--- src/hdl/crx_regs.vh ---
// field positions, sizes and priority codes for the receive filter and queue block
`ifndef CRX_REGS_VH
`define CRX_REGS_VH

`define CRX_NUM_BANKS     14
`define CRX_NUM_QUEUES    2
`define CRX_QUEUE_DEPTH   3
`define CRX_SLOTS         4
`define CRX_FMI_W         8

// 32-bit filter word layout
`define CRX_W32_STD_MSB   31
`define CRX_W32_STD_LSB   21
`define CRX_W32_EXT_MSB   20
`define CRX_W32_EXT_LSB   3
`define CRX_W32_IDE       2
`define CRX_W32_RTR       1

// 16-bit filter half layout
`define CRX_W16_STD_MSB   15
`define CRX_W16_STD_LSB   5
`define CRX_W16_RTR       4
`define CRX_W16_IDE       3
`define CRX_W16_EXT_MSB   2

// stored entry layout: {data_high, data_low, fmi, dlc, id_word}
`define CRX_ENT_W         108
`define CRX_ENT_ID_LSB    0
`define CRX_ENT_DLC_LSB   32
`define CRX_ENT_FMI_LSB   36
`define CRX_ENT_DLO_LSB   44
`define CRX_ENT_DHI_LSB   76

// info word layout
`define CRX_INFO_FMI_LSB  8
`define CRX_INFO_DLC_LSB  0

// priority class, lower wins: {not 32-bit, not list}
`define CRX_RANK_W        2
`define CRX_KEY_NONE      10'h3FF

`endif

--- src/hdl/crx_filter.v ---
// one acceptance filter bank: up to four match slots
`timescale 1ns/100ps
`include "crx_regs.vh"

module crx_filter (
  input  wire [31:0] word_a_i,
  input  wire [31:0] word_b_i,
  input  wire        scale_i,
  input  wire        mode_i,
  input  wire        active_i,
  input  wire [31:0] frame32_i,
  input  wire [15:0] frame16_i,
  output reg  [3:0]  hit_o
);

  always @* begin
    hit_o = 4'h0;
    if (active_i) begin
      if (scale_i) begin
        if (mode_i) begin
          hit_o[0] = (frame32_i[31:1] == word_a_i[31:1]);
          hit_o[1] = (frame32_i[31:1] == word_b_i[31:1]);
        end else begin
          // a holds the expected bits, b the care bits
          hit_o[0] = (((frame32_i ^ word_a_i) & word_b_i) == 32'h00000000);
        end
      end else begin
        if (mode_i) begin
          hit_o[0] = (frame16_i == word_a_i[15:0]);
          hit_o[1] = (frame16_i == word_a_i[31:16]);
          hit_o[2] = (frame16_i == word_b_i[15:0]);
          hit_o[3] = (frame16_i == word_b_i[31:16]);
        end else begin
          hit_o[0] = (((frame16_i ^ word_a_i[15:0]) & word_a_i[31:16]) == 16'h0000);
          hit_o[1] = (((frame16_i ^ word_b_i[15:0]) & word_b_i[31:16]) == 16'h0000);
        end
      end
    end
  end

endmodule

--- src/hdl/crx_queue.v ---
// three-deep receive queue with the head entry always at position 0
`timescale 1ns/100ps
`include "crx_regs.vh"

module crx_queue #(
  parameter W     = `CRX_ENT_W,
  parameter DEPTH = `CRX_QUEUE_DEPTH
) (
  input  wire         ref_clk_i,
  input  wire         rst_n_i,
  input  wire         push_i,
  input  wire [W-1:0] entry_i,
  input  wire         release_i,
  input  wire         lock_i,
  input  wire         ovr_clr_i,
  output wire [W-1:0] head_o,
  output wire [1:0]   count_o,
  output wire         ovr_o
);

  reg  [W-1:0] ent_q [0:DEPTH-1];
  reg  [1:0]   count_q;
  reg          ovr_q;
  wire         rel;
  wire         full;
  wire [1:0]   wr_pos;

  // release of an empty queue is ignored
  assign rel    = release_i && (count_q != 2'h0);
  assign full   = (count_q == DEPTH[1:0]);
  // unless the queue is full, a shift in the same cycle makes the new frame land one place lower; a full queue writes the last place
  assign wr_pos = full ? (rel ? DEPTH[1:0] - 2'h1 : DEPTH[1:0] - 2'h1) : (count_q - {1'b0, rel});
  assign head_o  = ent_q[0];
  assign count_o = count_q;
  assign ovr_o   = ovr_q;

  genvar e;
  generate
    for (e = 0; e < DEPTH; e = e + 1) begin : g_ent
      always @(posedge ref_clk_i) begin
        if (!rst_n_i) begin
          ent_q[e] <= {W{1'b0}};
        end else begin
          if (push_i && wr_pos == e && !(full && !rel && lock_i)) begin
            ent_q[e] <= entry_i;
          end else if (rel && e < DEPTH - 1) begin
            ent_q[e] <= ent_q[e+1];
          end
        end
      end
    end
  endgenerate

  always @(posedge ref_clk_i) begin
    if (!rst_n_i) begin
      count_q <= 2'h0;
      ovr_q   <= 1'b0;
    end else begin
      if (push_i && !rel && !full) begin
        count_q <= count_q + 2'h1;
      end else if (rel && !push_i) begin
        count_q <= count_q - 2'h1;
      end
      // set wins over a clear in the same cycle
      if (push_i && full && !rel) begin
        ovr_q <= 1'b1;
      end else if (ovr_clr_i) begin
        ovr_q <= 1'b0;
      end
    end
  end

endmodule

--- src/hdl/crx_top.v ---
// receive side of the controller: filter banks, priority pick and two receive queues
`timescale 1ns/100ps
`include "crx_regs.vh"

// Behaviour
// - two three-deep queues, bank picks queue
// - two-bit pending count per queue
// - release frees oldest, next frame shown
// - push into full queue sets overflow
// - lock on: keep stored, drop new
// - lock off: newest stored frame overwritten
// - gated interrupt on new, full, overflow
// - fourteen banks, unmatched frames dropped
// - scale bit: one 32 or two 16
// - mode bit: mask or identifier list
// - activation bit; disabled bank never matches
// - assignment bit selects destination queue
// - mask mode: identifier plus care register
// - 32-bit word identifier bit layout
// - list mode: equal to either word
// - 16-bit: two mask or four list
// - 16-bit half identifier bit layout
// - eight-bit matching filter index stored
// - priority: 32 over 16, list, lower
module crx_top #(
  parameter NB = `CRX_NUM_BANKS
) (
  input  wire          ref_clk_i,
  input  wire          rst_n_i,
  input  wire          frm_valid_i,
  input  wire [10:0]   frm_standard_identifier_i,
  input  wire [17:0]   frm_extended_identifier_i,
  input  wire          frm_ide_i,
  input  wire          frm_rtr_i,
  input  wire [3:0]    frm_dlc_i,
  input  wire [31:0]   frm_data_low_i,
  input  wire [31:0]   frm_data_high_i,
  input  wire [NB*32-1:0] filter_bank_word_a_i,
  input  wire [NB*32-1:0] filter_bank_word_b_i,
  input  wire [NB-1:0] filter_scale_config_i,
  input  wire [NB-1:0] filter_mode_config_i,
  input  wire [NB-1:0] filter_activation_i,
  input  wire [NB-1:0] filter_queue_assign_i,
  input  wire          rx_queue_lock_enable_i,
  input  wire [1:0]    release_output_mailbox_i,
  input  wire [1:0]    overflow_clear_i,
  input  wire [1:0]    new_msg_irq_en_i,
  input  wire [1:0]    full_irq_en_i,
  input  wire [1:0]    overflow_irq_en_i,
  output wire [63:0]   rx_mailbox_id_word_o,
  output wire [63:0]   rx_mailbox_info_word_o,
  output wire [63:0]   rx_mailbox_data_low_o,
  output wire [63:0]   rx_mailbox_data_high_o,
  output wire [3:0]    pending_count_field_o,
  output reg  [1:0]    queue_full_o,
  output wire [1:0]    queue_overflow_flag_o,
  output reg  [1:0]    rx_irq_o,
  output reg           frame_accept_o,
  output reg           frame_reject_o
);

  wire [31:0]    frame32;
  wire [15:0]    frame16;
  wire [NB*4-1:0] hit;

  assign frame32 = {frm_standard_identifier_i, frm_extended_identifier_i,
                    frm_ide_i, frm_rtr_i, 1'b0};
  assign frame16 = {frm_standard_identifier_i, frm_rtr_i, frm_ide_i,
                    frm_extended_identifier_i[17:15]};

  genvar gb;
  generate
    for (gb = 0; gb < NB; gb = gb + 1) begin : g_bank
      crx_filter u_filter (
        .word_a_i  (filter_bank_word_a_i[gb*32 +: 32]),
        .word_b_i  (filter_bank_word_b_i[gb*32 +: 32]),
        .scale_i   (filter_scale_config_i[gb]),
        .mode_i    (filter_mode_config_i[gb]),
        .active_i  (filter_activation_i[gb]),
        .frame32_i (frame32),
        .frame16_i (frame16),
        .hit_o     (hit[gb*4 +: 4])
      );
    end
  endgenerate

  // priority pick over every slot of every bank
  reg [7:0]  base0;
  reg [7:0]  base1;
  reg [7:0]  base;
  reg [7:0]  idx;
  reg [2:0]  nidx;
  reg [2:0]  s;
  reg [9:0]  key;
  reg [9:0]  best_key;
  reg        best_vld;
  reg        best_q;
  integer    b;

  always @* begin
    base0    = 8'h00;
    base1    = 8'h00;
    base     = 8'h00;
    idx      = 8'h00;
    nidx     = 3'h0;
    key      = `CRX_KEY_NONE;
    best_key = `CRX_KEY_NONE;
    best_vld = 1'b0;
    best_q   = 1'b0;
    for (b = 0; b < NB; b = b + 1) begin
      // disabled banks still take their indices
      if (filter_scale_config_i[b]) begin
        nidx = filter_mode_config_i[b] ? 3'h2 : 3'h1;
      end else begin
        nidx = filter_mode_config_i[b] ? 3'h4 : 3'h2;
      end
      base = filter_queue_assign_i[b] ? base1 : base0;
      for (s = 3'h0; s < 3'h4; s = s + 3'h1) begin
        idx = base + {5'h00, s};
        key = {~filter_scale_config_i[b], ~filter_mode_config_i[b], idx};
        if (hit[b*4 + s] && (!best_vld || key < best_key)) begin
          best_vld = 1'b1;
          best_key = key;
          best_q   = filter_queue_assign_i[b];
        end
      end
      if (filter_queue_assign_i[b]) begin
        base1 = base1 + {5'h00, nidx};
      end else begin
        base0 = base0 + {5'h00, nidx};
      end
    end
  end

  // one register stage between the match and the queue write
  reg                  acc_vld_q;
  reg                  acc_q_q;
  reg [`CRX_ENT_W-1:0] acc_ent_q;

  always @(posedge ref_clk_i) begin
    if (!rst_n_i) begin
      acc_vld_q      <= 1'b0;
      acc_q_q        <= 1'b0;
      acc_ent_q      <= {`CRX_ENT_W{1'b0}};
      frame_accept_o <= 1'b0;
      frame_reject_o <= 1'b0;
    end else begin
      acc_vld_q      <= frm_valid_i && best_vld;
      frame_accept_o <= frm_valid_i && best_vld;
      frame_reject_o <= frm_valid_i && !best_vld;
      if (frm_valid_i && best_vld) begin
        acc_q_q   <= best_q;
        acc_ent_q <= {frm_data_high_i, frm_data_low_i, best_key[7:0],
                      frm_dlc_i, frame32};
      end
    end
  end

  wire [`CRX_ENT_W-1:0] head   [0:1];
  wire [1:0]            cnt    [0:1];
  wire [1:0]            ovr;

  genvar gq;
  generate
    for (gq = 0; gq < 2; gq = gq + 1) begin : g_queue
      crx_queue #(
        .W     (`CRX_ENT_W),
        .DEPTH (`CRX_QUEUE_DEPTH)
      ) u_queue (
        .ref_clk_i (ref_clk_i),
        .rst_n_i   (rst_n_i),
        .push_i    (acc_vld_q && (acc_q_q == gq)),
        .entry_i   (acc_ent_q),
        .release_i (release_output_mailbox_i[gq]),
        .lock_i    (rx_queue_lock_enable_i),
        .ovr_clr_i (overflow_clear_i[gq]),
        .head_o    (head[gq]),
        .count_o   (cnt[gq]),
        .ovr_o     (ovr[gq])
      );

      assign rx_mailbox_id_word_o[gq*32 +: 32]   = head[gq][`CRX_ENT_ID_LSB +: 32];
      assign rx_mailbox_data_low_o[gq*32 +: 32]  = head[gq][`CRX_ENT_DLO_LSB +: 32];
      assign rx_mailbox_data_high_o[gq*32 +: 32] = head[gq][`CRX_ENT_DHI_LSB +: 32];
      assign rx_mailbox_info_word_o[gq*32 +: 32] = {16'h0000,
                                                   head[gq][`CRX_ENT_FMI_LSB +: 8],
                                                   4'h0,
                                                   head[gq][`CRX_ENT_DLC_LSB +: 4]};
      assign pending_count_field_o[gq*2 +: 2]    = cnt[gq];
      assign queue_overflow_flag_o[gq]           = ovr[gq];
    end
  endgenerate

  // level interrupt per queue; follows state one cycle late
  always @(posedge ref_clk_i) begin
    if (!rst_n_i) begin
      rx_irq_o     <= 2'h0;
      queue_full_o <= 2'h0;
    end else begin
      queue_full_o[0] <= (cnt[0] == 2'h3);
      queue_full_o[1] <= (cnt[1] == 2'h3);
      rx_irq_o[0] <= (new_msg_irq_en_i[0] && cnt[0] != 2'h0) ||
                     (full_irq_en_i[0] && cnt[0] == 2'h3) ||
                     (overflow_irq_en_i[0] && ovr[0]);
      rx_irq_o[1] <= (new_msg_irq_en_i[1] && cnt[1] != 2'h0) ||
                     (full_irq_en_i[1] && cnt[1] == 2'h3) ||
                     (overflow_irq_en_i[1] && ovr[1]);
    end
  end

endmodule

--- config.mk ---
export PLATFORM = sky130hd
export DESIGN_NAME = crx_top
export DESIGN_NICKNAME = d
export VERILOG_FILES = /design/src/hdl/crx_filter.v /design/src/hdl/crx_queue.v /design/src/hdl/crx_top.v
export VERILOG_INCLUDE_DIRS = /design/src /design/src/hdl
export SDC_FILE = /design/constraint.sdc
export NUM_CORES = 2
export LEC_CHECK = 0
export BUFFER_PORTS_ARGS = -buffer_cell sky130_fd_sc_hd__buf_4
export CORE_AREA = 10 10 506 508
export CTS_CLUSTER_DIAMETER = 80
export CTS_CLUSTER_SIZE = 10
export DETAILED_ROUTE_END_ITERATION = 16
export DIE_AREA = 0 0 516 518
export PLACE_DENSITY = 0.48
export SKIP_CTS_REPAIR_TIMING = 1
export SLEW_MARGIN = 20
export SYNTH_ARGS = -nofsm -noshare
export SYNTH_HDL_FRONTEND = slang
export SYNTH_SLANG_ARGS = --single-unit
--- constraint.sdc ---
create_clock -name ref_clk_i -period 285.6 [get_ports ref_clk_i]
set_input_delay 14.28 -clock ref_clk_i [delete_from_list [all_inputs] [get_ports ref_clk_i]]
set_output_delay 14.28 -clock ref_clk_i [all_outputs]
set_load 0.1 [all_outputs]
# ---- Word level (Yosys, flattened, before mapping)
# Memory sizes are Yosys's and may differ from the RTL's.
# Cells that the tools add are included.
dict set report word_totals {
  regBits 120
  mem_bits_rw 648
  inputBits 1065
  out_inout_bits 268
  elab_cells 1012
  mem_count 2
}
dict set report classes {
  addsub 69
  magnitude_cmp 55
  eq_ne 90
  n_mux 397
  bitwise_logic 123
  reduce_logical 266
}
# name words width rd rd_clocked_by_memory_dff write_ports line
set mem_list {}
lappend mem_list {{g_queue[0].u_queue.ent_q} 3 108 3 0 3 crx_queue.v:21} ;# reg [W-1:0] ent_q [0:DEPTH-1];
lappend mem_list {{g_queue[1].u_queue.ent_q} 3 108 3 0 3 crx_queue.v:21}
# operator count
set ops {}
lappend ops {{108-bit two-way mux} 10}
lappend ops {{16-bit == test} 56}
lappend ops {{31-bit == test} 28}
lappend ops {{10-bit less-than comparator} 55}
lappend ops {{10-bit two-way mux} 55}
lappend ops {{16-bit bitwise AND} 28}
lappend ops {{32-bit bitwise AND} 14}
lappend ops {{16-bit logical NOT} 28}
lappend ops {{32-bit logical NOT} 14}
lappend ops {{16-bit XOR} 28}
lappend ops {{32-bit XOR} 14}
lappend ops {{8-bit two-way mux} 38}
lappend ops {{8-bit by 2-bit adder with 8-bit output, second input constant} 26}
lappend ops {{8-bit by 3-bit adder with 8-bit output} 24}
lappend ops {{1-bit two-way mux} 177}
lappend ops {{2-bit two-way mux} 75}
lappend ops {{8-bit by 1-bit adder with 8-bit output, second input constant} 13}
lappend ops {{1-bit logical AND} 93}
lappend ops {{3-bit two-way mux} 28}
lappend ops {{1-bit logical NOT} 64}
lappend ops {{1-bit logical OR} 59}
lappend ops {{4-bit two-way mux} 14}
lappend ops {{1-bit inverter} 29}
lappend ops {{2-bit nonzero test} 6}
lappend ops {{7 further kinds} 24}

# ---- Longest topological paths before layout
dict set report depth {
  word_depth 229
  mapped_depth 753
  depth_no_buf 726
}

# ---- Cells and area by module
# Synthesis repeated with hierarchy kept, for this count alone.
dict set report unflattened {
  hier_cells 9404
  hier_area_um2 83375.0
}
# module instances cells_per_inst area_each_um2 seq_area_each_um2
set modules_own_cells {}
lappend modules_own_cells {crx_top 1 4588 32771.4 2282.2}
lappend modules_own_cells {crx_queue 2 868 13048.8 9789.4}
lappend modules_own_cells {crx_filter 14 220 1750.4 0.0}

# ---- Least setup slack after synthesis
# No wires, ideal clock.
dict set report synth_path {
  path_kind {input -> register}
  start {input port frm_extended_identifier_i[15]}
  end {register acc_ent_q[37]}
  setup_ns 0.122
  arrival_ns 125.001
  t_required_ns 285.478
  slack_ns 160.477
  stages 696
  path_buffers 30
  cell_sequence {buf_2 -> buf_2 -> xor2_1 -> nor4_1 -> nand4_1 -> o41ai_1 -> a31oi_1 -> or2_1 -> buf_2 -> a21oi_1 -> ha_1 -> o21ai_0 -> nand2b_1 -> a21oi_1 -> or2_2 -> ha_1 -> o21ai_0 -> nand4b_1 -> [... 660 more ...] -> nand3_1 -> mux2_4 -> ha_1 -> a21oi_1 -> nor2b_1 -> o21ai_0 -> nand2b_1 -> a21oi_1 -> nor2b_1 -> o21ai_0 -> nand2_1 -> nand2_1 -> nand2_1 -> a31oi_1 -> a21oi_1 -> nand2_1 -> a21oi_1 -> a311o_1}
}
dict set report synth_between {
  elab_chain_cells 228
}
# item line
set synth_lines {}
lappend synth_lines {{start, declared} crx_top.v:32} ;# input wire [17:0] frm_extended_identifier_i,
lappend synth_lines {{32-bit XOR / 16-bit XOR (equally long branches)} {crx_filter.v:25, crx_filter.v:34}}
lappend synth_lines {{32-bit bitwise AND / 16-bit bitwise AND (equally long branches)} {crx_filter.v:25, crx_filter.v:34}}
lappend synth_lines {{32-bit logical NOT / 16-bit logical NOT (equally long branches)} {crx_filter.v:25, crx_filter.v:34}}
lappend synth_lines {{1-bit two-way mux / 2-bit two-way mux (equally long branches)} {crx_filter.v:20, crx_filter.v:28}}
lappend synth_lines {{2-bit two-way mux} crx_filter.v:19} ;# if (scale_i) begin
lappend synth_lines {{4-bit two-way mux} crx_filter.v:18} ;# if (active_i) begin
lappend synth_lines {{10-bit two-way mux / 1-bit two-way mux (equally long branches)} crx_top.v:121} ;# if (hit[b*4 + s] && (!best_vld || key < best_key)) begin
lappend synth_lines {{10-bit less-than comparator / 1-bit logical NOT (equally long branches)} crx_top.v:121}
lappend synth_lines {{[... 212 more ...]} -}
lappend synth_lines {{1-bit logical OR} crx_top.v:121}
lappend synth_lines {{1-bit logical AND} crx_top.v:121}
lappend synth_lines {{10-bit two-way mux / 1-bit two-way mux (equally long branches)} crx_top.v:121}
lappend synth_lines {{10-bit less-than comparator / 1-bit logical NOT (equally long branches)} crx_top.v:121}
lappend synth_lines {{1-bit logical OR} crx_top.v:121}
lappend synth_lines {{1-bit logical AND} crx_top.v:121}
lappend synth_lines {{1-bit two-way mux} crx_top.v:121}
lappend synth_lines {{1-bit logical AND} crx_top.v:151} ;# if (frm_valid_i && best_vld) begin
lappend synth_lines {{end signal, assigned} crx_top.v:144} ;# acc_ent_q <= {`CRX_ENT_W{1'b0}};
lappend synth_lines {{end signal, assigned} crx_top.v:153} ;# acc_ent_q <= {frm_data_high_i, frm_data_low_i, best_key[7:0],
lappend synth_lines {{end, declared} crx_top.v:138} ;# reg [`CRX_ENT_W-1:0] acc_ent_q;
# Parallel ways exist; a longest one is shown, timed or not.
# A chain may end at the register's enable or synchronous reset.

# ---- Final worst setup path
dict set report layout_path {
  start {input port frm_standard_identifier_i[4]}
  end {register acc_ent_q[37]}
}
dict set report layout_between {
  elab_chain_cells 228
}
# item line
set layout_lines {}
lappend layout_lines {{start, declared} crx_top.v:31} ;# input wire [10:0] frm_standard_identifier_i,
lappend layout_lines {{32-bit XOR / 16-bit XOR (equally long branches)} {crx_filter.v:25, crx_filter.v:34}}
lappend layout_lines {{32-bit bitwise AND / 16-bit bitwise AND (equally long branches)} {crx_filter.v:25, crx_filter.v:34}}
lappend layout_lines {{32-bit logical NOT / 16-bit logical NOT (equally long branches)} {crx_filter.v:25, crx_filter.v:34}}
lappend layout_lines {{1-bit two-way mux / 2-bit two-way mux (equally long branches)} {crx_filter.v:20, crx_filter.v:28}}
lappend layout_lines {{2-bit two-way mux} crx_filter.v:19}
lappend layout_lines {{4-bit two-way mux} crx_filter.v:18}
lappend layout_lines {{10-bit two-way mux / 1-bit two-way mux (equally long branches)} crx_top.v:121}
lappend layout_lines {{10-bit less-than comparator / 1-bit logical NOT (equally long branches)} crx_top.v:121}
lappend layout_lines {{[... 212 more ...]} -}
lappend layout_lines {{1-bit logical OR} crx_top.v:121}
lappend layout_lines {{1-bit logical AND} crx_top.v:121}
lappend layout_lines {{10-bit two-way mux / 1-bit two-way mux (equally long branches)} crx_top.v:121}
lappend layout_lines {{10-bit less-than comparator / 1-bit logical NOT (equally long branches)} crx_top.v:121}
lappend layout_lines {{1-bit logical OR} crx_top.v:121}
lappend layout_lines {{1-bit logical AND} crx_top.v:121}
lappend layout_lines {{1-bit two-way mux} crx_top.v:121}
lappend layout_lines {{1-bit logical AND} crx_top.v:151}
# Parallel ways exist; a longest one is shown, timed or not.

==> results.ini <==
[logic_synthesis]
ys_seq_elements=762
ys_types=118
synth_warnings=0
synth_top_area_cell=edfxtp_1
ys.flop_type=edfxtp_1
yosysSeqAreaShare_pct=26.58
yosys-top-cells-count=xor2_1 (1378), edfxtp_1 (642), nand2_1 (630), ha_1 (587), a21oi_1 (494)
synthCells=9308
synth_area_um2=81570
synth_top_area_share_pct=23.63
synthArstFlopShare_pct=0
synth.most_common_cell=xor2_1
avgSynthCellArea_um2=8.763
synthTopCellsByArea=edfxtp_1 (24%), xor2_1 (15%), ha_1 (9.0%), a22o_1 (4.8%), xnor2_1 (3.5%)
synth_edf_count=642

[critical_path]
crit_type=in -> reg
r2r_start=g_queue[0].u_queue.count_o[0]$_SDFFE_PN0P_
cpMostUsedCell=a21oi_1
rr_endpoint=g_queue[0].u_queue.ent_q[2][28]$_SDFFCE_PN0P_
setup.worst_path.start=frm_standard_identifier_i[4]
crit_path_top_delay_cell=o211ai_1
crit_path_start_kind=input pin
timing.reg2reg.setup_slack_ps=280990
arrival_ps=150120
critPathMaxStageDelay_ps=840
worstRegToRegCells=9
required_ps=286160
worstSetupEndpointType=flop
crit_fanout=37
worstSetupEndpoint=acc_ent_q[37]$_SDFFE_PN0P_

[timing]
rsz0062_at_grt=no
fmax_ghz=0.006686
setup_tns_ps=0
final_hold_viol_count=0
slew_violations=0
fin_crit_sh_pct=52.37
period_needed_ps=149570
finalSetupViolCount=0
maxSlewHeadroom_pct=14.04
tightest_slew_ps=1257
clock_skew_ps=46.05

[placed_design]
port_buffers=1290
routabilityCongestion=1.028
dpl_cell_area_um2=94650
dpl.hpwl_mm=388.2

[global_route]
antenna_found_initial=127
grt_pass1_wl_mm=671.2
grt_start_max_net_pins=91
track_usage_pct=34.34
grt-ovfl-total=0
grt_pass1_vias=84250

[finish]
stdcell_area_um2=97360
fin_util_pct=39.66
drive_gt1_share_pct=16.91
nets=12070
area_delta_synth_final_pct=19.36

[outcome]
outcome=completed

[clock_network]
ctsLongestPathBuffers=3
tritoncts=yes
cts.htree.levels=3
root_buffer=clkbuf_16
cts.clk_slew.worst_paths_ps=60
cts_buffers=86
clock_latency_ps=680
clkSinkCount=762

[drt]
drt-pass1-iter-count=7
route.detailed.drc=0
drt-initial-drc-count=9290
ant_nets=0
post_drt_via_cell_ratio=6.157
drt-total-wl_mm=489.0
vias=84650
wl_per_cell_um=35.57

[floorplan]
die_width_um=516
die_area_um2=267300
start_util_pct=33.23
die-height_um=518
fp-row-count=182
core_area_um2=245500
ios=1333

[hold_path]
holdCritStartpoint=g_queue[0].u_queue.ent_q[2][84]$_SDFFCE_PN0P_
hp-class=reg -> reg

[pwr]
peakVddDrop_v=0.000005342
p_leak_uw=0.04184
power.density_nw_per_um2=6.704

[run]
cap_violations=0

[through the flow]
step	hold slack [ps]	cells	worst slack, ps	total power [uW]
2_1_floorplan	476.1	9360	160480	406.6
3_3_place_gp	502.2	13520	140190	544.2
3_5_place_dp	510.2	13520	138580	542.0
4_1_cts	508.1	13680	138760	647.9
5_1_grt	532.5	13720	124370	695.1
6_report	515.7	13750	136030	652.7
[critical path: cells and delay by family]
family	cells	cell delay [ps]
AO/OA/AOI/OAI	339	71930
XOR/XNOR	1	310
adder cells (fa/ha/maj)	54	16210
buffers and inverters	34	5460
multiplexers	11	4300
AND/OR/NAND/NOR	240	37390
[cell type report]
cell class | count | area, um^2
Antenna cell | 66 | 165.2
Clock buffer | 153 | 2404
Clock inverter | 8 | 140.1
Fill cell | 25090 | 148100
Inverter | 338 | 1271
Multi-Input combinational cell | 7784 | 56940
Sequential cell | 762 | 21680
Tap cell | 3220 | 4029
Timing Repair Buffer | 1419 | 10730
[cell usage in the layout (no fill, tap or decap), types with 139 or more instances in the layout]
master	n
nand3_1	195
edfxtp_1	642
xor2_1	1374
nor4_1	321
inv_1	324
nand4_1	250
nor3_1	207
a21o_1	148
ha_1	587
buf_4	1402
o21ai_0	271
a22oi_1	319
a21oi_1	490
nor2b_1	139
xnor2_1	325
and3_1	253
a22o_1	444
nor2_1	475
nand2_1	628
[layer usage]
| layer | global-route usage, % | part of all wire [%] |
|---|---|---|
| met1 | 43.39 | 41 |
| met2 | 55.22 | 45 |
| met3 | 8.094 | 8.9 |
| met4 | 15.77 | 5.4 |
| met5 | 0 | 0.094 |
[power breakdown]
group          switching [uW]  internal [uW]
logic                     268            147
clock network            46.5           57.3
registers                5.95            128
total                     321            332
[sequential cells by signal, summed over array words and instances, names as in the netlist]
register                 count
acc_ent_q                  107
acc_q_q                      1
acc_vld_q                    1
frame_reject_o               1
g_queue.u_queue.count_o      4
g_queue.u_queue.ent_q      642
g_queue.u_queue.ovr_o        2
queue_full_o                 2
rx_irq_o                     2
[logic make-up after synthesis]
| family | Yosys count | share of synthesized area (%) |
|---|---|---|
| AND/OR/NAND/NOR | 2884 | 18.40 |
| AO/OA/AOI/OAI | 2349 | 20.58 |
| XOR/XNOR | 1703 | 18.29 |
| buffers and inverters | 814 | 4.109 |
| flip-flops | 762 | 26.58 |
| adder cells (fa/ha/maj) | 612 | 9.605 |
| multiplexers | 183 | 2.437 |
| other | 1 | 0.004597 |
[worst min-delay path by stage]
stage                                                  to  slack (ps)  depth (start not counted)
2_1_floorplan       g_queue[0].u_queue.ovr_o$_SDFFE_PN0P_         480                          2
3_3_place_gp        g_queue[1].u_queue.ovr_o$_SDFFE_PN0P_         500                          2
3_5_place_dp        g_queue[1].u_queue.ovr_o$_SDFFE_PN0P_         510                          2
4_1_cts         g_queue[0].u_queue.ent_q[1][92]$_DFFE_PP_         510                          1
5_1_grt        g_queue[0].u_queue.ent_q[0][103]$_DFFE_PP_         530                          1
6_report        g_queue[0].u_queue.ent_q[1][84]$_DFFE_PP_         520                          1
(Power assumes the default switching activity.)
